`src/dpfs_pkg.sv`:
```
package dpfs_pkg;

  // Register byte offsets
  localparam logic [7:0] DPFS_CTRL_OFS = 8'h00;
  localparam logic [7:0] DPFS_PIN1_SEL_OFS = 8'h04;
  localparam logic [7:0] DPFS_PIN4_SEL_OFS = 8'h08;
  localparam logic [7:0] DPFS_STATUS_OFS = 8'h0c;
  localparam logic [7:0] DPFS_PIN1_VAL_OFS = 8'h10;
  localparam logic [7:0] DPFS_PIN4_VAL_OFS = 8'h14;

  // Control field positions
  localparam int DPFS_CTRL_HALF_BIT = 0;
  localparam int DPFS_CTRL_MODE_LSB = 1;
  localparam int DPFS_CTRL_XID_BIT = 3;

  // Status field positions
  localparam int DPFS_ST_SPEED_DRV_BIT = 0;
  localparam int DPFS_ST_DIR_DRV_BIT = 1;
  localparam int DPFS_ST_CALC_BIT = 2;
  localparam int DPFS_ST_FULL_OK_BIT = 3;
  localparam int DPFS_ST_ID_LSB = 4;
  localparam int DPFS_ST_REJ_BIT = 6;

  // Selector encodings
  typedef enum logic [2:0] {
    DPFS_SEL_UNUSED = 3'b000,
    DPFS_SEL_ANALOG_IN = 3'b001,
    DPFS_SEL_READBACK = 3'b010,
    DPFS_SEL_ANALOG_OUT = 3'b011,
    DPFS_SEL_IDENT = 3'b100
  } dpfs_sel_t;
  localparam logic [2:0] DPFS_SEL_MAX = 3'h4;

  // Analog output modes
  typedef enum logic [1:0] {
    DPFS_AOM_VOLTAGE = 2'b00,
    DPFS_AOM_CURRENT = 2'b01,
    DPFS_AOM_UNUSED = 2'b10
  } dpfs_aom_t;
  localparam logic [1:0] DPFS_AOM_MAX = 2'h2;

  // Reset values
  localparam logic [2:0] DPFS_SEL_RST = 3'h0;
  localparam logic [1:0] DPFS_AOM_RST = 2'h0;
  localparam logic DPFS_HALF_RST = 1'b0;
  localparam logic DPFS_XID_RST = 1'b0;

  // Conversion data and full scale
  localparam int DPFS_ADC_W = 16;
  localparam int DPFS_FULL_SCALE_MV = 10000;

  // Cyclic sampling period
  localparam int DPFS_CLK_MHZ = 100;
  localparam int DPFS_SAMPLE_PERIOD_US = 10;
  localparam int DPFS_SAMPLE_CYCLES = DPFS_SAMPLE_PERIOD_US * DPFS_CLK_MHZ;
  localparam int DPFS_DIV_W = 16;

  // Converter handshake states
  typedef enum logic [1:0] {
    DPFS_CV_IDLE = 2'b00,
    DPFS_CV_REQ = 2'b01,
    DPFS_CV_DROP = 2'b10
  } dpfs_cv_state_t;

endpackage

```
`src/dpfs_top.sv`:
```
// The implementer's own choices: the address map and the APB register port.
`timescale 1ns/1ps
// Function selector for pins 1 and 4 with APB register access
module dpfs_top
  import dpfs_pkg::*;
#(
  parameter int DATA_W = DPFS_ADC_W,
  parameter int SAMPLE_CYCLES = DPFS_SAMPLE_CYCLES
)
(
  input wire logic clk_sys_in,
  input wire logic reset_in,
  input wire logic psel_in,
  input wire logic penable_in,
  input wire logic pwrite_in,
  input wire logic [7:0] paddr_in,
  input wire logic [31:0] pwdata_in,
  output logic [31:0] prdata_out,
  output logic pready_out,
  output logic pslverr_out,
  input wire logic [1:0] conv_ack_in,
  input wire logic [DATA_W-1:0] conv1_data_in,
  input wire logic [DATA_W-1:0] conv4_data_in,
  input wire logic [1:0] id_pin_in,
  output logic [1:0] conv_req_out,
  output logic [1:0] readback_out,
  output logic speed_drive_out,
  output logic dir_drive_out,
  output logic current_mode_out,
  output logic analog_calc_en_out,
  output logic full_duplex_ok_out,
  output logic [1:0] instrument_identity_out,
  output logic [DATA_W-1:0] pin1_value_out,
  output logic [DATA_W-1:0] pin4_value_out
);

  logic duplex_select_q;
  logic [1:0] analog_output_mode_q;
  logic external_identity_select_q;
  logic [2:0] pin1_function_select_q;
  logic [2:0] pin4_function_select_q;
  logic reject_q;
  logic [DPFS_DIV_W-1:0] div_q;
  logic tick_q;

  // APB decode
  wire access_w = psel_in && penable_in;
  wire wr_w = access_w && pwrite_in && pready_out;
  wire hit_ctrl_w = (paddr_in == DPFS_CTRL_OFS);
  wire hit_p1_w = (paddr_in == DPFS_PIN1_SEL_OFS);
  wire hit_p4_w = (paddr_in == DPFS_PIN4_SEL_OFS);
  wire hit_st_w = (paddr_in == DPFS_STATUS_OFS);
  wire hit_v1_w = (paddr_in == DPFS_PIN1_VAL_OFS);
  wire hit_v4_w = (paddr_in == DPFS_PIN4_VAL_OFS);
  wire mapped_w = hit_ctrl_w || hit_p1_w || hit_p4_w || hit_st_w || hit_v1_w || hit_v4_w;

  // Selector write checks
  wire [2:0] sel_wdata_w = pwdata_in[2:0];
  wire sel_range_ok_w = (pwdata_in[31:3] == 29'h0) && (sel_wdata_w <= DPFS_SEL_MAX);
  wire sel_wr_w = wr_w && (hit_p1_w || hit_p4_w);
  wire sel_ok_w = sel_range_ok_w && duplex_select_q;
  wire [1:0] mode_wdata_w = pwdata_in[DPFS_CTRL_MODE_LSB +: 2];
  wire mode_ok_w = (mode_wdata_w <= DPFS_AOM_MAX);
  wire mode_chg_ok_w = mode_ok_w && duplex_select_q;

  // Per-pin decoded functions
  wire [1:0] analog_in_w;
  wire [1:0] readback_w;
  wire [1:0] drive_w;
  wire [1:0] ident_w;
  wire [1:0] sample_en_w;
  wire [1:0] id_bit_w;
  wire [DATA_W-1:0] value_w [1:0];
  wire [2:0] sel_w [1:0];
  wire [DATA_W-1:0] conv_data_w [1:0];
  wire [1:0] conv_req_w;
  wire mode_voltage_w = (analog_output_mode_q == DPFS_AOM_VOLTAGE);
  wire mode_unused_w = (analog_output_mode_q == DPFS_AOM_UNUSED);

  assign sel_w[0] = pin1_function_select_q;
  assign sel_w[1] = pin4_function_select_q;
  assign conv_data_w[0] = conv1_data_in;
  assign conv_data_w[1] = conv4_data_in;

  // Function decode and one channel per pin
  genvar gi;
  generate
    for (gi = 0; gi < 2; gi++)
    begin : g_pin
      assign analog_in_w[gi] = (sel_w[gi] == DPFS_SEL_ANALOG_IN);
      // Read-back only meaningful with a voltage output
      assign readback_w[gi] = (sel_w[gi] == DPFS_SEL_READBACK) && mode_voltage_w;
      assign drive_w[gi] = (sel_w[gi] == DPFS_SEL_ANALOG_OUT) && !mode_unused_w;
      assign ident_w[gi] = (sel_w[gi] == DPFS_SEL_IDENT);
      assign sample_en_w[gi] = analog_in_w[gi] || readback_w[gi];
      dpfs_chan #(
        .DATA_W(DATA_W)
      ) u_chan (
        .clk_sys_in(clk_sys_in),
        .reset_in(reset_in),
        .sample_en_in(sample_en_w[gi]),
        .tick_in(tick_q),
        .conv_ack_in(conv_ack_in[gi]),
        .conv_data_in(conv_data_w[gi]),
        .id_pin_in(id_pin_in[gi]),
        .conv_req_out(conv_req_w[gi]),
        .value_out(value_w[gi]),
        .id_bit_out(id_bit_w[gi])
      );
    end
  endgenerate

  // Derived pin state
  wire all_unused_w = (pin1_function_select_q == DPFS_SEL_UNUSED)
                   && (pin4_function_select_q == DPFS_SEL_UNUSED);
  wire full_ok_w = all_unused_w;
  // Analog output on pin also used as the read-back source
  wire speed_drv_w = drive_w[0] || readback_w[0];
  wire dir_drv_w = drive_w[1] || readback_w[1];
  wire calc_en_w = !(mode_unused_w && all_unused_w);
  wire [1:0] ident_d_w = {ident_w[1] && external_identity_select_q && id_bit_w[1],
                          ident_w[0] && external_identity_select_q && id_bit_w[0]};

  // Status word
  wire [31:0] status_w = {25'h0,
                          reject_q,
                          ident_d_w,
                          full_ok_w,
                          calc_en_w,
                          dir_drv_w,
                          speed_drv_w};
  wire [31:0] ctrl_rd_w = {28'h0, external_identity_select_q, analog_output_mode_q,
                           duplex_select_q};

  // Read data select
  logic [31:0] rd_mux_w;
  always_comb
  begin
    rd_mux_w = 32'h0;
    if (hit_ctrl_w)
      rd_mux_w = ctrl_rd_w;
    else if (hit_p1_w)
      rd_mux_w = {29'h0, pin1_function_select_q};
    else if (hit_p4_w)
      rd_mux_w = {29'h0, pin4_function_select_q};
    else if (hit_st_w)
      rd_mux_w = status_w;
    else if (hit_v1_w)
      rd_mux_w = {{(32-DATA_W){1'b0}}, value_w[0]};
    else if (hit_v4_w)
      rd_mux_w = {{(32-DATA_W){1'b0}}, value_w[1]};
  end

  // APB answer, one wait state
  always_ff @(posedge clk_sys_in or posedge reset_in)
  begin
    if (reset_in)
    begin
      pready_out <= 1'b0;
      prdata_out <= 32'h0;
      pslverr_out <= 1'b0;
    end
    else
    begin
      pready_out <= access_w && !pready_out;
      if (access_w && !pready_out)
      begin
        prdata_out <= pwrite_in ? 32'h0 : rd_mux_w;
        pslverr_out <= !mapped_w;
      end
      else
      begin
        prdata_out <= 32'h0;
        pslverr_out <= 1'b0;
      end
    end
  end

  // Control register
  always_ff @(posedge clk_sys_in or posedge reset_in)
  begin
    if (reset_in)
    begin
      duplex_select_q <= DPFS_HALF_RST;
      analog_output_mode_q <= DPFS_AOM_RST;
      external_identity_select_q <= DPFS_XID_RST;
    end
    else if (wr_w && hit_ctrl_w)
    begin
      // Full duplex refused while a pin is in use
      duplex_select_q <= pwdata_in[DPFS_CTRL_HALF_BIT] || !all_unused_w;
      if (mode_chg_ok_w)
        analog_output_mode_q <= mode_wdata_w;
      external_identity_select_q <= pwdata_in[DPFS_CTRL_XID_BIT];
    end
  end

  // Pin selectors
  always_ff @(posedge clk_sys_in or posedge reset_in)
  begin
    if (reset_in)
    begin
      pin1_function_select_q <= DPFS_SEL_RST;
      pin4_function_select_q <= DPFS_SEL_RST;
    end
    else if (sel_wr_w && sel_ok_w)
    begin
      if (hit_p1_w)
        pin1_function_select_q <= sel_wdata_w;
      if (hit_p4_w)
        pin4_function_select_q <= sel_wdata_w;
    end
  end

  // Refused write flag, cleared by next accepted selector write or by a control write that is not refused
  always_ff @(posedge clk_sys_in or posedge reset_in)
  begin
    if (reset_in)
      reject_q <= 1'b0;
    else if (sel_wr_w)
      reject_q <= !sel_ok_w;
    else if (wr_w && hit_ctrl_w)
      reject_q <= !mode_chg_ok_w && (mode_wdata_w != analog_output_mode_q);
  end

  // Cyclic sample tick divider
  always_ff @(posedge clk_sys_in or posedge reset_in)
  begin
    if (reset_in)
    begin
      div_q <= '0;
      tick_q <= 1'b0;
    end
    else if (div_q == DPFS_DIV_W'(SAMPLE_CYCLES - 1))
    begin
      div_q <= '0;
      tick_q <= 1'b1;
    end
    else
    begin
      div_q <= div_q + 1'b1;
      tick_q <= 1'b0;
    end
  end

  // Registered pin-side outputs
  always_ff @(posedge clk_sys_in or posedge reset_in)
  begin
    if (reset_in)
    begin
      conv_req_out <= 2'b00;
      readback_out <= 2'b00;
      speed_drive_out <= 1'b0;
      dir_drive_out <= 1'b0;
      current_mode_out <= 1'b0;
      analog_calc_en_out <= 1'b1;
      full_duplex_ok_out <= 1'b1;
      instrument_identity_out <= 2'b00;
      pin1_value_out <= '0;
      pin4_value_out <= '0;
    end
    else
    begin
      conv_req_out <= conv_req_w;
      readback_out <= readback_w;
      speed_drive_out <= speed_drv_w;
      dir_drive_out <= dir_drv_w;
      current_mode_out <= (analog_output_mode_q == DPFS_AOM_CURRENT);
      analog_calc_en_out <= calc_en_w;
      full_duplex_ok_out <= full_ok_w && !duplex_select_q;
      instrument_identity_out <= ident_d_w;
      pin1_value_out <= value_w[0];
      pin4_value_out <= value_w[1];
    end
  end

endmodule

```
`src/dpfs_chan.sv`:
```
`timescale 1ns/1ps
// One pin: cyclic converter handshake and identity bit capture
module dpfs_chan
  import dpfs_pkg::*;
#(
  parameter int DATA_W = DPFS_ADC_W
)
(
  input wire logic clk_sys_in,
  input wire logic reset_in,
  input wire logic sample_en_in,
  input wire logic tick_in,
  input wire logic conv_ack_in,
  input wire logic [DATA_W-1:0] conv_data_in,
  input wire logic id_pin_in,
  output logic conv_req_out,
  output logic [DATA_W-1:0] value_out,
  output logic id_bit_out
);

  logic ack_s1_q;
  logic ack_s2_q;
  logic [DATA_W-1:0] data_s1_q;
  logic [DATA_W-1:0] data_s2_q;
  logic id_s1_q;
  logic id_s2_q;
  logic pend_q;
  dpfs_cv_state_t state_q;
  dpfs_cv_state_t state_d;

  // Two-stage synchronisers for pin-side inputs
  always_ff @(posedge clk_sys_in or posedge reset_in)
  begin
    if (reset_in)
    begin
      ack_s1_q <= 1'b0;
      ack_s2_q <= 1'b0;
      data_s1_q <= '0;
      data_s2_q <= '0;
      id_s1_q <= 1'b0;
      id_s2_q <= 1'b0;
    end
    else
    begin
      ack_s1_q <= conv_ack_in;
      ack_s2_q <= ack_s1_q;
      data_s1_q <= conv_data_in;
      data_s2_q <= data_s1_q;
      id_s1_q <= id_pin_in;
      id_s2_q <= id_s1_q;
    end
  end

  // Handshake sequencing, four phase
  always_comb
  begin
    state_d = state_q;
    case (state_q)
      DPFS_CV_IDLE:
      begin
        if (pend_q && sample_en_in)
          state_d = DPFS_CV_REQ;
      end
      DPFS_CV_REQ:
      begin
        if (ack_s2_q)
          state_d = DPFS_CV_DROP;
      end
      DPFS_CV_DROP:
      begin
        if (!ack_s2_q)
          state_d = DPFS_CV_IDLE;
      end
      default:
        state_d = DPFS_CV_IDLE;
    endcase
  end

  // Sample request pending, value capture
  always_ff @(posedge clk_sys_in or posedge reset_in)
  begin
    if (reset_in)
    begin
      state_q <= DPFS_CV_IDLE;
      pend_q <= 1'b0;
      conv_req_out <= 1'b0;
      value_out <= '0;
      id_bit_out <= 1'b0;
    end
    else
    begin
      state_q <= state_d;
      // New tick wins over start of conversion
      if (tick_in && sample_en_in)
        pend_q <= 1'b1;
      else if (state_q == DPFS_CV_IDLE && state_d == DPFS_CV_REQ)
        pend_q <= 1'b0;
      else if (!sample_en_in)
        pend_q <= 1'b0;
      conv_req_out <= (state_d == DPFS_CV_REQ);
      if (state_q == DPFS_CV_REQ && ack_s2_q)
        value_out <= data_s2_q;
      id_bit_out <= id_s2_q;
    end
  end

endmodule

```
`config.mk`:
```
export PLATFORM = sky130hd
export DESIGN_NAME = dpfs_top
export DESIGN_NICKNAME = d
export VERILOG_FILES = /design/src/dpfs_pkg.sv /design/src/dpfs_top.sv /design/src/dpfs_chan.sv
export SDC_FILE = /design/constraint.sdc
export NUM_CORES = 1
export LEC_CHECK = 0
export ABC_AREA = 1
export BUFFER_PORTS_ARGS = -buffer_cell sky130_fd_sc_hd__buf_4
export CELL_PAD_IN_SITES_DETAIL_PLACEMENT = 1
export CELL_PAD_IN_SITES_GLOBAL_PLACEMENT = 2
export CORE_MARGIN = 2
export CORE_UTILIZATION = 25
export CTS_CLUSTER_DIAMETER = 60
export CTS_CLUSTER_SIZE = 10
export DETAILED_ROUTE_END_ITERATION = 6
export PLACE_DENSITY_LB_ADDON = 0.1
export SYNTH_ARGS = -nofsm -noshare
export SYNTH_HDL_FRONTEND = slang
export SYNTH_SLANG_ARGS = --single-unit
```
`constraint.sdc`:
```
create_clock -name clk_sys_in -period 6.3 [get_ports clk_sys_in]
set_input_delay 0.315 -clock clk_sys_in [delete_from_list [all_inputs] [get_ports clk_sys_in]]
set_output_delay 0.315 -clock clk_sys_in [all_outputs]
set_load 0.01 [all_outputs]
```
==> results by stage, run 1 <==
Timing:
- The number of max-slew violations in the final report is 0.
- Setup violations remaining at the end of the flow were counted as 0.
- The final total negative setup slack is 0 ns.
- The slew at the pin closest to its max-slew limit is 0.988 ns.
- The worst-case clock skew is 0.00775 ns.
- The share of the clock period used by the worst path is 29.5%.
- The tightest hold path in the finished design has a slack of -0.0591 ns.
- Setup repair after global routing left no endpoint under its margin.
- Measured against its own limit, the worst slew margin works out to 34.0%.
- The final hold violation count is 15.
- The worst path needs 1.86 ns of the cycle, external delays included.
- Timing would allow up to about 540 MHz.

Clocking:
- The CTS sink count is 203.
- Clock-pin slew was measured on the worst setup and hold paths at 0.05 ns.
- The CTS tree is built.
- No sink is reached through more buffers than the 3 on the longest clock path.
- The cell at the root of the clock tree is clkbuf_16.
- The clock buffer count from CTS is 25.
- Clock latency on the worst-skew pair, taken at its later pin, is roughly 0.50 ns.
- In this run the number of H-tree levels came out at 1.

Power and ir drop:
- The internal power is 2110 µW.
- The worst-case vdd ir drop is 142 µV.
- For this design the ratio of total power to cell area is 272 nW/µm².
- Per report_power, the combinational group accounts for 4.1% of the total.
- The share of total power dissipated in the clock network is 45.8%.
- Sequential cells burn about half of the power.
- In this run the power spent charging and discharging nets is 559 µW.
- The analysis attributes to cell leakage a power of between 0.004 and 0.005 µW.
- The total chip power is 2670 µW.
- The switching fraction of total power is 20.9%.

Die:
- The cell row count is slightly above 60.
- The standard cell core area is between 20000 and 30000 µm².
- The number of top-level pins is roughly 160.
- The die span in x is 175 µm.
- The initial core utilization is between 20% and 30%.
- From bottom edge to top edge, the die measures 175 µm.
- The die covers 30500 µm².

Final layout:
- The count of fill cells added during filler insertion is 3172.
- In the final design database the tool counted 900 nets.
- The footprint of the multi-input gates is 1880 µm².
- Registers take 5080 µm².
- Cells with a size suffix above 1 make up 28.0% of the layout.
- The layout-stage area growth over the synthesis result is 34.6%.
- The top cell types in the final layout, fill and taps aside, are dfrtp_1, buf_4, nand2_1, nor2_1, inv_1.
- The library cell used most frequently in the layout, excluding fill and tap cells, is dfrtp_1.
- The number of antenna diodes in the final layout is 0.
- The core utilization of the finished layout is 34.1%.

Route:
- Before antenna repair, the detailed router went through 4 iterations.
- For this run, design rule violations remaining after detail routing come to 0.
- The routed layout has 5010 vias.
- The via-per-instance ratio is 4.13.
- Wires add up to between 15000 and 20000 µm.
- The number of antenna-violating nets in the routed design is 0.
- In this run, the number of DRC markers left after iteration 0 of detailed routing was a little under 200.
- The mean routed wirelength per cell is roughly 15 µm.

Global routing:
- The initial antenna violation count came to 1.
- The total global-route track usage is between 10 and 15%.
- The number of global-route vias before repair was 5502.
- Entering global routing, the biggest net connects 137 pins.
- For this run the aggregate overflow at the end of global routing stands at 0.
- The first global-routing pass estimated 29900 µm of wire.

Synth:
- The number of distinct standard cells referenced by the synthesized netlist is 35.
- The library cell with the largest summed area after synthesis is dfrtp_1.
- The yosys synthesis warning count is 0.
- The share of synthesized area in the top cell type comes to 69.1%.
- By area the synthesized netlist is led by dfrtp_1, nand2_1, mux2_2.
- After synthesis, the mean cell area works out to 11.8 µm².
- In this run the cell area of the synthesized design comes to 7280 µm².
- The sequential share of the synthesized area is 69.8%.
- Counting every instance in the synthesized netlist gives 619.
- The flop and latch count out of synthesis is 203.

Critical path:
- The signal on the critical path passes through inv_1 > nand3_1 > mux2_2.
- Broken down by cell family, the worst path's largest delay share belongs to simple AND/OR/NAND/NOR gates.
- The required time reported for the critical path endpoint is 6.68 ns.
- In this design, the stage delay of the slowest critical-path cell is 0.69 ns.
- STA classifies the critical path startpoint as a flop.
- The maximum fanout along the worst path is 16.
- Together, buffers and inverters on the worst path number 1.
- The critical path startpoint is g_pin[1].u_chan.state_q[1].
- STA puts the critical path data arrival time at approximately 2.2 ns.
- The category of the most critical setup path is flop to flop.
- The slowest stage of the critical path is the nand3_1 cell.
- STA classifies the critical path endpoint as a flop.
- The worst register-to-register path begins at g_pin[1].u_chan.state_q[1].

Placement:
- In this run the tool buffered the top-level ports with 141 buffer cells.
- Routability-driven placement finished with a final weighted congestion of slightly below 0.8.
- The post-detailed-placement half-perimeter wirelength is 13100 µm.

Status:
- The flow ran to the end, but the final reports show violations.
- The final reports fail on negative hold slack.

Flow run:
- The tool flagged a number of max-cap violations equal to 0.

Worst hold path:
- In this run the worst hold path is classified as primary input to async pin.
[cell usage after synthesis, drive strengths merged]
library cell and n:
nand2 99, nor3 10, nand4 10, or2 3
dfstp 2, buf 20, o31ai 1, clkbuf 2
dfrtp 201, mux2 29, o21bai 2, clkinv 1
o21ai 25, inv 59, ha 1, nor4 5
a21oi 31, a211oi 1, nand3 43, xor2 7
xnor2 1, nor2 64, conb 1, o221ai 1
[metrics by stage]
stage	setup WS [ns]	hold WS, ns	instance area [µm²]	cells
6_report	4.44	-0.0591	9800	1212
5_1_grt	4.28	0.0733	9800	1212
4_1_cts	4.37	0.0540	9800	1212
3_5_place_dp	4.19	0.336	8750	1139
3_3_place_gp	4.27	0.332	8750	1139
2_1_floorplan	0.449	0.331	7330	634
[cell families after synthesis]
family	synth area share, %
AOI/OAI and AO/OA	4.64
xor gates and xnor gates	0.963
adders and majority gates	0.172
buffers and inverters	5.12
DFF	69.8
muxes	4.49
other	0.0515
and+or+nand+nor	14.7
[final cells by class]
cell class	instances	area share, %
Sequential cell	203	51.9
Inverter	60	2.37
Clock inverter	4	0.230
Timing Repair Buffer	179	14.6
Clock buffer	33	6.79
Multi-Input combinational cell	349	19.2
Tap cell	384	4.90
[power by group through the flow]
| stage | Clock, µW | Combinational (µW) | Sequential (µW) |
|---|---|---|---|
| floorplan | 0 | 44.9 | 1360 |
| global placement | 0 | 92.8 | 1360 |
| detailed placement | 0 | 95.2 | 1360 |
| CTS | 1290 | 113 | 1340 |
| global route | 1340 | 123 | 1340 |
| finish | 1220 | 109 | 1340 |
[registers in the layout (all words and copies together), names as in the netlist, 3 cells and up]
| register | flops |
|---|---|
| div_q | 16 |
| g_pin.u_chan.data_s2_q | 32 |
| pin1_value_out | 16 |
| prdata_out | 16 |
| g_pin.u_chan.value_out | 32 |
| pin4_function_select_q | 3 |
| g_pin.u_chan.data_s1_q | 32 |
| pin1_function_select_q | 3 |
| pin4_value_out | 16 |
| g_pin.u_chan.state_q | 4 |
[path summary, 6_finish.rpt]
kind,endpoint,slack [ns],cells past startpoint
max,g_pin[1].u_chan.value_out[7],4.44,3
min,pin4_value_out[9],-0.06,2
max reg2reg,g_pin[1].u_chan.value_out[7],4.44,3
min reg2reg,g_pin[1].u_chan.data_s2_q[5],0.34,0
max in group asynchronous,g_pin[0].u_chan.data_s1_q[4],4.80,3
min in group clk_sys_in,pready_out,0.10,3
[routing by layer]
layer / up-vias / part of all wire (%) / GRT usage [%]
li1: 2367 / - / -
met1: 2485 / 42 / 15.1
met2: 129 / 51 / 22.2
met3: 29 / 5.0 / 2.61
met4: 0 / 2.0 / 3.23
met5: - / 0 / 0
[repair_timing]
| item | CTS | global route |
|---|---|---|
| gates resized for setup | 0 | 0 |
| endpoints found under the hold margin | 36 | 0 |
| setup endpoints to repair | 0 | 0 |
| buffers inserted | 0 | 0 |
| hold buffers | 36 | 0 |
Power figures use the tool's default switching activity.
==> inputs of run 2 (changes only) <==
Settings changed: ABC_AREA 1 to 0.
Clock period 6.3 ns to 1.9 ns, I/O delays scaled along.
==> run 2 against run 1 <==
The flow now finishes without violations; via count down 10%; worst setup slack worse by 4.3 ns; sequential power rose to 3.3 times the previous value; synthesized cell count down 23%; critical path type unchanged; largest cell class unchanged.
==> results by stage, run 2 <==
Flow run:
- The count of max-cap constraint violations is 0 (unchanged).

Final layout:
- The core utilization of the finished layout was 35.8% (+1.6 points).
- The footprint of the multi-input gates was 1820 µm² (-3.1%).
- The largest registers in the layout are g_pin.u_chan.data_s1_q x32, g_pin.u_chan.data_s2_q x32, g_pin.u_chan.value_out x32.
- The summed area of non-filler cells in the final layout is 9920 µm² (+1.2%).
- The ratio of cells with drive above 1 in the final layout is 34.4% (+6.4 points).
- The storage element area was 5080 µm² (unchanged).
- The most common library cell in the layout ignoring fill and taps is dfrtp_1.
- Compared with the post-synthesis result, the final layout area differs by 41.0%.
- In the layout the commonest cells are dfrtp_1, buf_4, dlygate4sd3_1, mux2_2, nor2_1.
- The count of fill cells added during filler insertion is 2950 (-7.0%).
- The net count of the finished layout is 788 (-12%).
- The count of inserted antenna diode cells came to 0 (unchanged).

Clocking:
- The post-CTS clock slew at the launch and capture registers of the worst setup and hold paths came to 0.05 ns (about the same).
- TritonCTS built the clock tree.
- The clock buffer count from CTS is 26 (+4.0%).
- The buffer depth of the longest clock path was 3 (unchanged).
- The CTS sink count is 203 (unchanged).
- The clock latency reported for the late side of the worst-skew pair came to 0.51 ns (about the same).
- The CTS H-tree depth was 1 (unchanged).
- The number of buffers inserted by post-CTS setup repair came to 0 (unchanged).
- The cell sitting at the root of the clock tree is a clkbuf_16.

Synth:
- The mean area per synthesized cell is 14.7 µm² (+25%).
- The post-synthesis cell area is 7030 µm² (-3.4%).
- The async set or reset register ratio after synthesis is 100% (unchanged).
- Sorting the synthesized cells by area gives the leading types as dfrtp_1, mux2_2, nor2_1.
- The number of cells produced by synthesis is 478 (-23%).
- By instance count, the leading cell after synthesis is dfrtp_1.
- The area fraction of the dominant cell type after synthesis is 71.5% (+2.4 points).
- The library cell with the largest summed area after synthesis is dfrtp_1.
- The number of enable-type register cells in the synthesized netlist is 0 (unchanged).
- The flop and latch count out of synthesis is 203 (unchanged).
- The yosys synthesis warning count came to 0 (unchanged).
- The number of distinct standard cells referenced by the synthesized netlist is 49 (+40%).
- For this run, the leading register cell type out of synthesis is dfrtp_1.
- Sorting the synthesized cells by how often they occur yields dfrtp_1, mux2_2, nor2_1.
- The sequential share of the synthesized area is 72.3% (+2.5 points).

Route:
- The number of DRC markers in iteration 0 is 116 (-41%).
- The via-per-instance ratio came to 4.10 (-0.89%).
- The total via count in the routed design is 4490 (-10%).
- The number of antenna-violating nets in the routed design is 0 (unchanged).
- The number of optimization iterations in the first detailed-route pass is 4 (unchanged).
- The mean routed wirelength per cell is 16.3 µm (+6.6%).
- The DRC violations left is 0 (unchanged).
- The overall routed net length is 17800 µm (-3.6%).

Global routing:
- The total global-route track usage was 12.2% (-0.23 points).
- The leftover overflow at the end of global routing is 0 (unchanged).
- The first-pass GRT wire length came to 27600 µm (-7.8%).
- The initial antenna violation count is 0 (-1).
- The number of global-route vias before repair is 4911 (-11%).
- The largest net degree at the start of global routing is 67 (-51%).

Die:
- The die extent in y came to 172 µm (-1.7%).
- The die span in x is 172 µm (-1.7%).
- The initial core utilization is 25.4% (about the same).
- The standard cell core area was 27700 µm² (-3.5%).
- The die area came to 29500 µm² (-3.3%).
- The number of top-level pins is 158 (unchanged).
- The cell row count is 61 (-1.6%).

Power and ir drop:
- The total chip power is 9350 µW (+250%).
- The power per unit of standard cell area is 943 nW/µm² (+250%).
- The static leakage power was 0.00479 µW (-1.6%).
- The worst-case vdd ir drop was 477 µV (+240%).

Critical path:
- The worst setup path is captured at a flop.
- The delay contributed by the slowest stage of the critical path is 0.35 ns (-0.34 ns).
- The largest individual stage delay along the critical path comes from the cell nor4_4.
- The sum of buffers and inverters on the critical path is 0 (-1).
- The arrival time reported for the critical path endpoint is 2.11 ns (-0.13 ns).
- The worst setup path is launched from a flop.
- The maximum fanout along the worst path came to 3 (-13).
- The required time reported for the critical path endpoint came to 2.29 ns (-4.39 ns).
- The category of the most critical setup path is flop to flop.
- The critical path goes through nor4b_2 > nand4_1 > nor4_4 > nand3b_2 > mux2_1.
- The cell family contributing the most delay on the critical path is simple AND/OR/NAND/NOR gates.

Timing:
- The final hold violation count is 0 (-15).
- The post-route minimum period was 1.73 ns (-0.132 ns).
- The worst hold margin is 0.0168 ns (+0.0760 ns).
- The setup violation total in the final timing report is 0 (unchanged).
- The worst-case clock skew came to 0.0165 ns (+0.00873 ns).
- The number of max-slew violations in the final report is 0 (unchanged).
- The share of the clock period used by the worst path is 90.9% (+61 points).
- Setup repair after global routing left no endpoint under its margin.
- The maximum clock rate is 579 MHz (+7.6%).

Placement:
- The number of buffers inserted by port buffering is 141 (unchanged).
- The post-placement cell area was 8640 µm² (-1.2%).
- The post-detailed-placement half-perimeter wirelength is 12400 µm (-5.0%).
- The last weighted congestion value of the routability-driven placer is 0.732 (-7.0%).

Worst hold path:
- The min-delay analysis places its worst path in the category primary input to flop.

Status:
- The flow ran to the end, and the final reports show no timing, DRC or antenna violations.
[run 2: final timing paths]
kind                                               from                            end  slack, ns  cells after the start
setup / recovery                        duplex_select_q      pin4_function_select_q[0]       0.17                      5
hold / removal                              paddr_in[6]                  prdata_out[0]       0.02                      3
setup reg to reg                        duplex_select_q      pin4_function_select_q[0]       0.17                      5
hold reg to reg            g_pin[0].u_chan.data_s1_q[3]   g_pin[0].u_chan.data_s2_q[3]       0.34                      0
max in group asynchronous                      reset_in  g_pin[0].u_chan.data_s1_q[13]       0.95                      4
min in group asynchronous                      reset_in                 prdata_out[11]       0.18                      3
[run 2: logic make-up (layout without fill, tap and decap cells)]
group	after synthesis	count (layout)	share of synthesized area, %
AO/OA/AOI/OAI	39	39	3.44
flip-flops	203	203	72.3
other	1	16	0.0533
adder cells (fa/ha/maj)	1	1	0.178
multiplexers	57	57	8.88
XOR/XNOR	18	18	2.24
AND/OR/NAND/NOR	126	126	10.3
buffers and inverters	33	258	2.67
[run 2: cell type report]
cell class              count  area share (%)
repair buffers            211            17.5
well taps                 378            4.77
clock inverters             4           0.568
flip-flops and latches    203            51.3
clock buffers              36            7.26
inverters                   7           0.303
multi-input cells         257            18.4
[run 2: per-stage QoR]
step | cells | worst slack, ns | setup TNS [ns]
after global routing | 1096 | 0.0333 | 0
after CTS | 1096 | 0.0307 | 0
final | 1096 | 0.173 | 0
after global placement | 1007 | 0.143 | 0
after detailed placement | 1007 | 0.0632 | 0
after floorplan | 493 | -0.824 | -165.86
[run 2: worst register-to-register path: cells and delay by family (launching register included)]
kind	cells	cell delay, ns
flip-flops	1	0.34
multiplexers	1	0.35
AND/OR/NAND/NOR	4	0.93
[run 2: power by group]
group          internal, µW  total [µW]  switching, µW
registers              4410        4430           23.3
clock network          2750        4500           1750
logic                   214         419            205
total                  7370        9350           1980
[run 2: what timing repair did]
action,in CTS,in global routing
setup endpoints to repair,0,5
hold buffers,49,0
hold endpoints to repair,68,0
gates resized for setup,0,1
[run 2: metal layers]
metal / global-route usage [%] / up-vias / routed length, µm
met5: 0 / - / 0
met4: 3.02 / 0 / 273
met1: 16.2 / 2280 / 7820
li1: - / 2059 / -
met3: 2.65 / 24 / 1040
met2: 20.2 / 127 / 8680
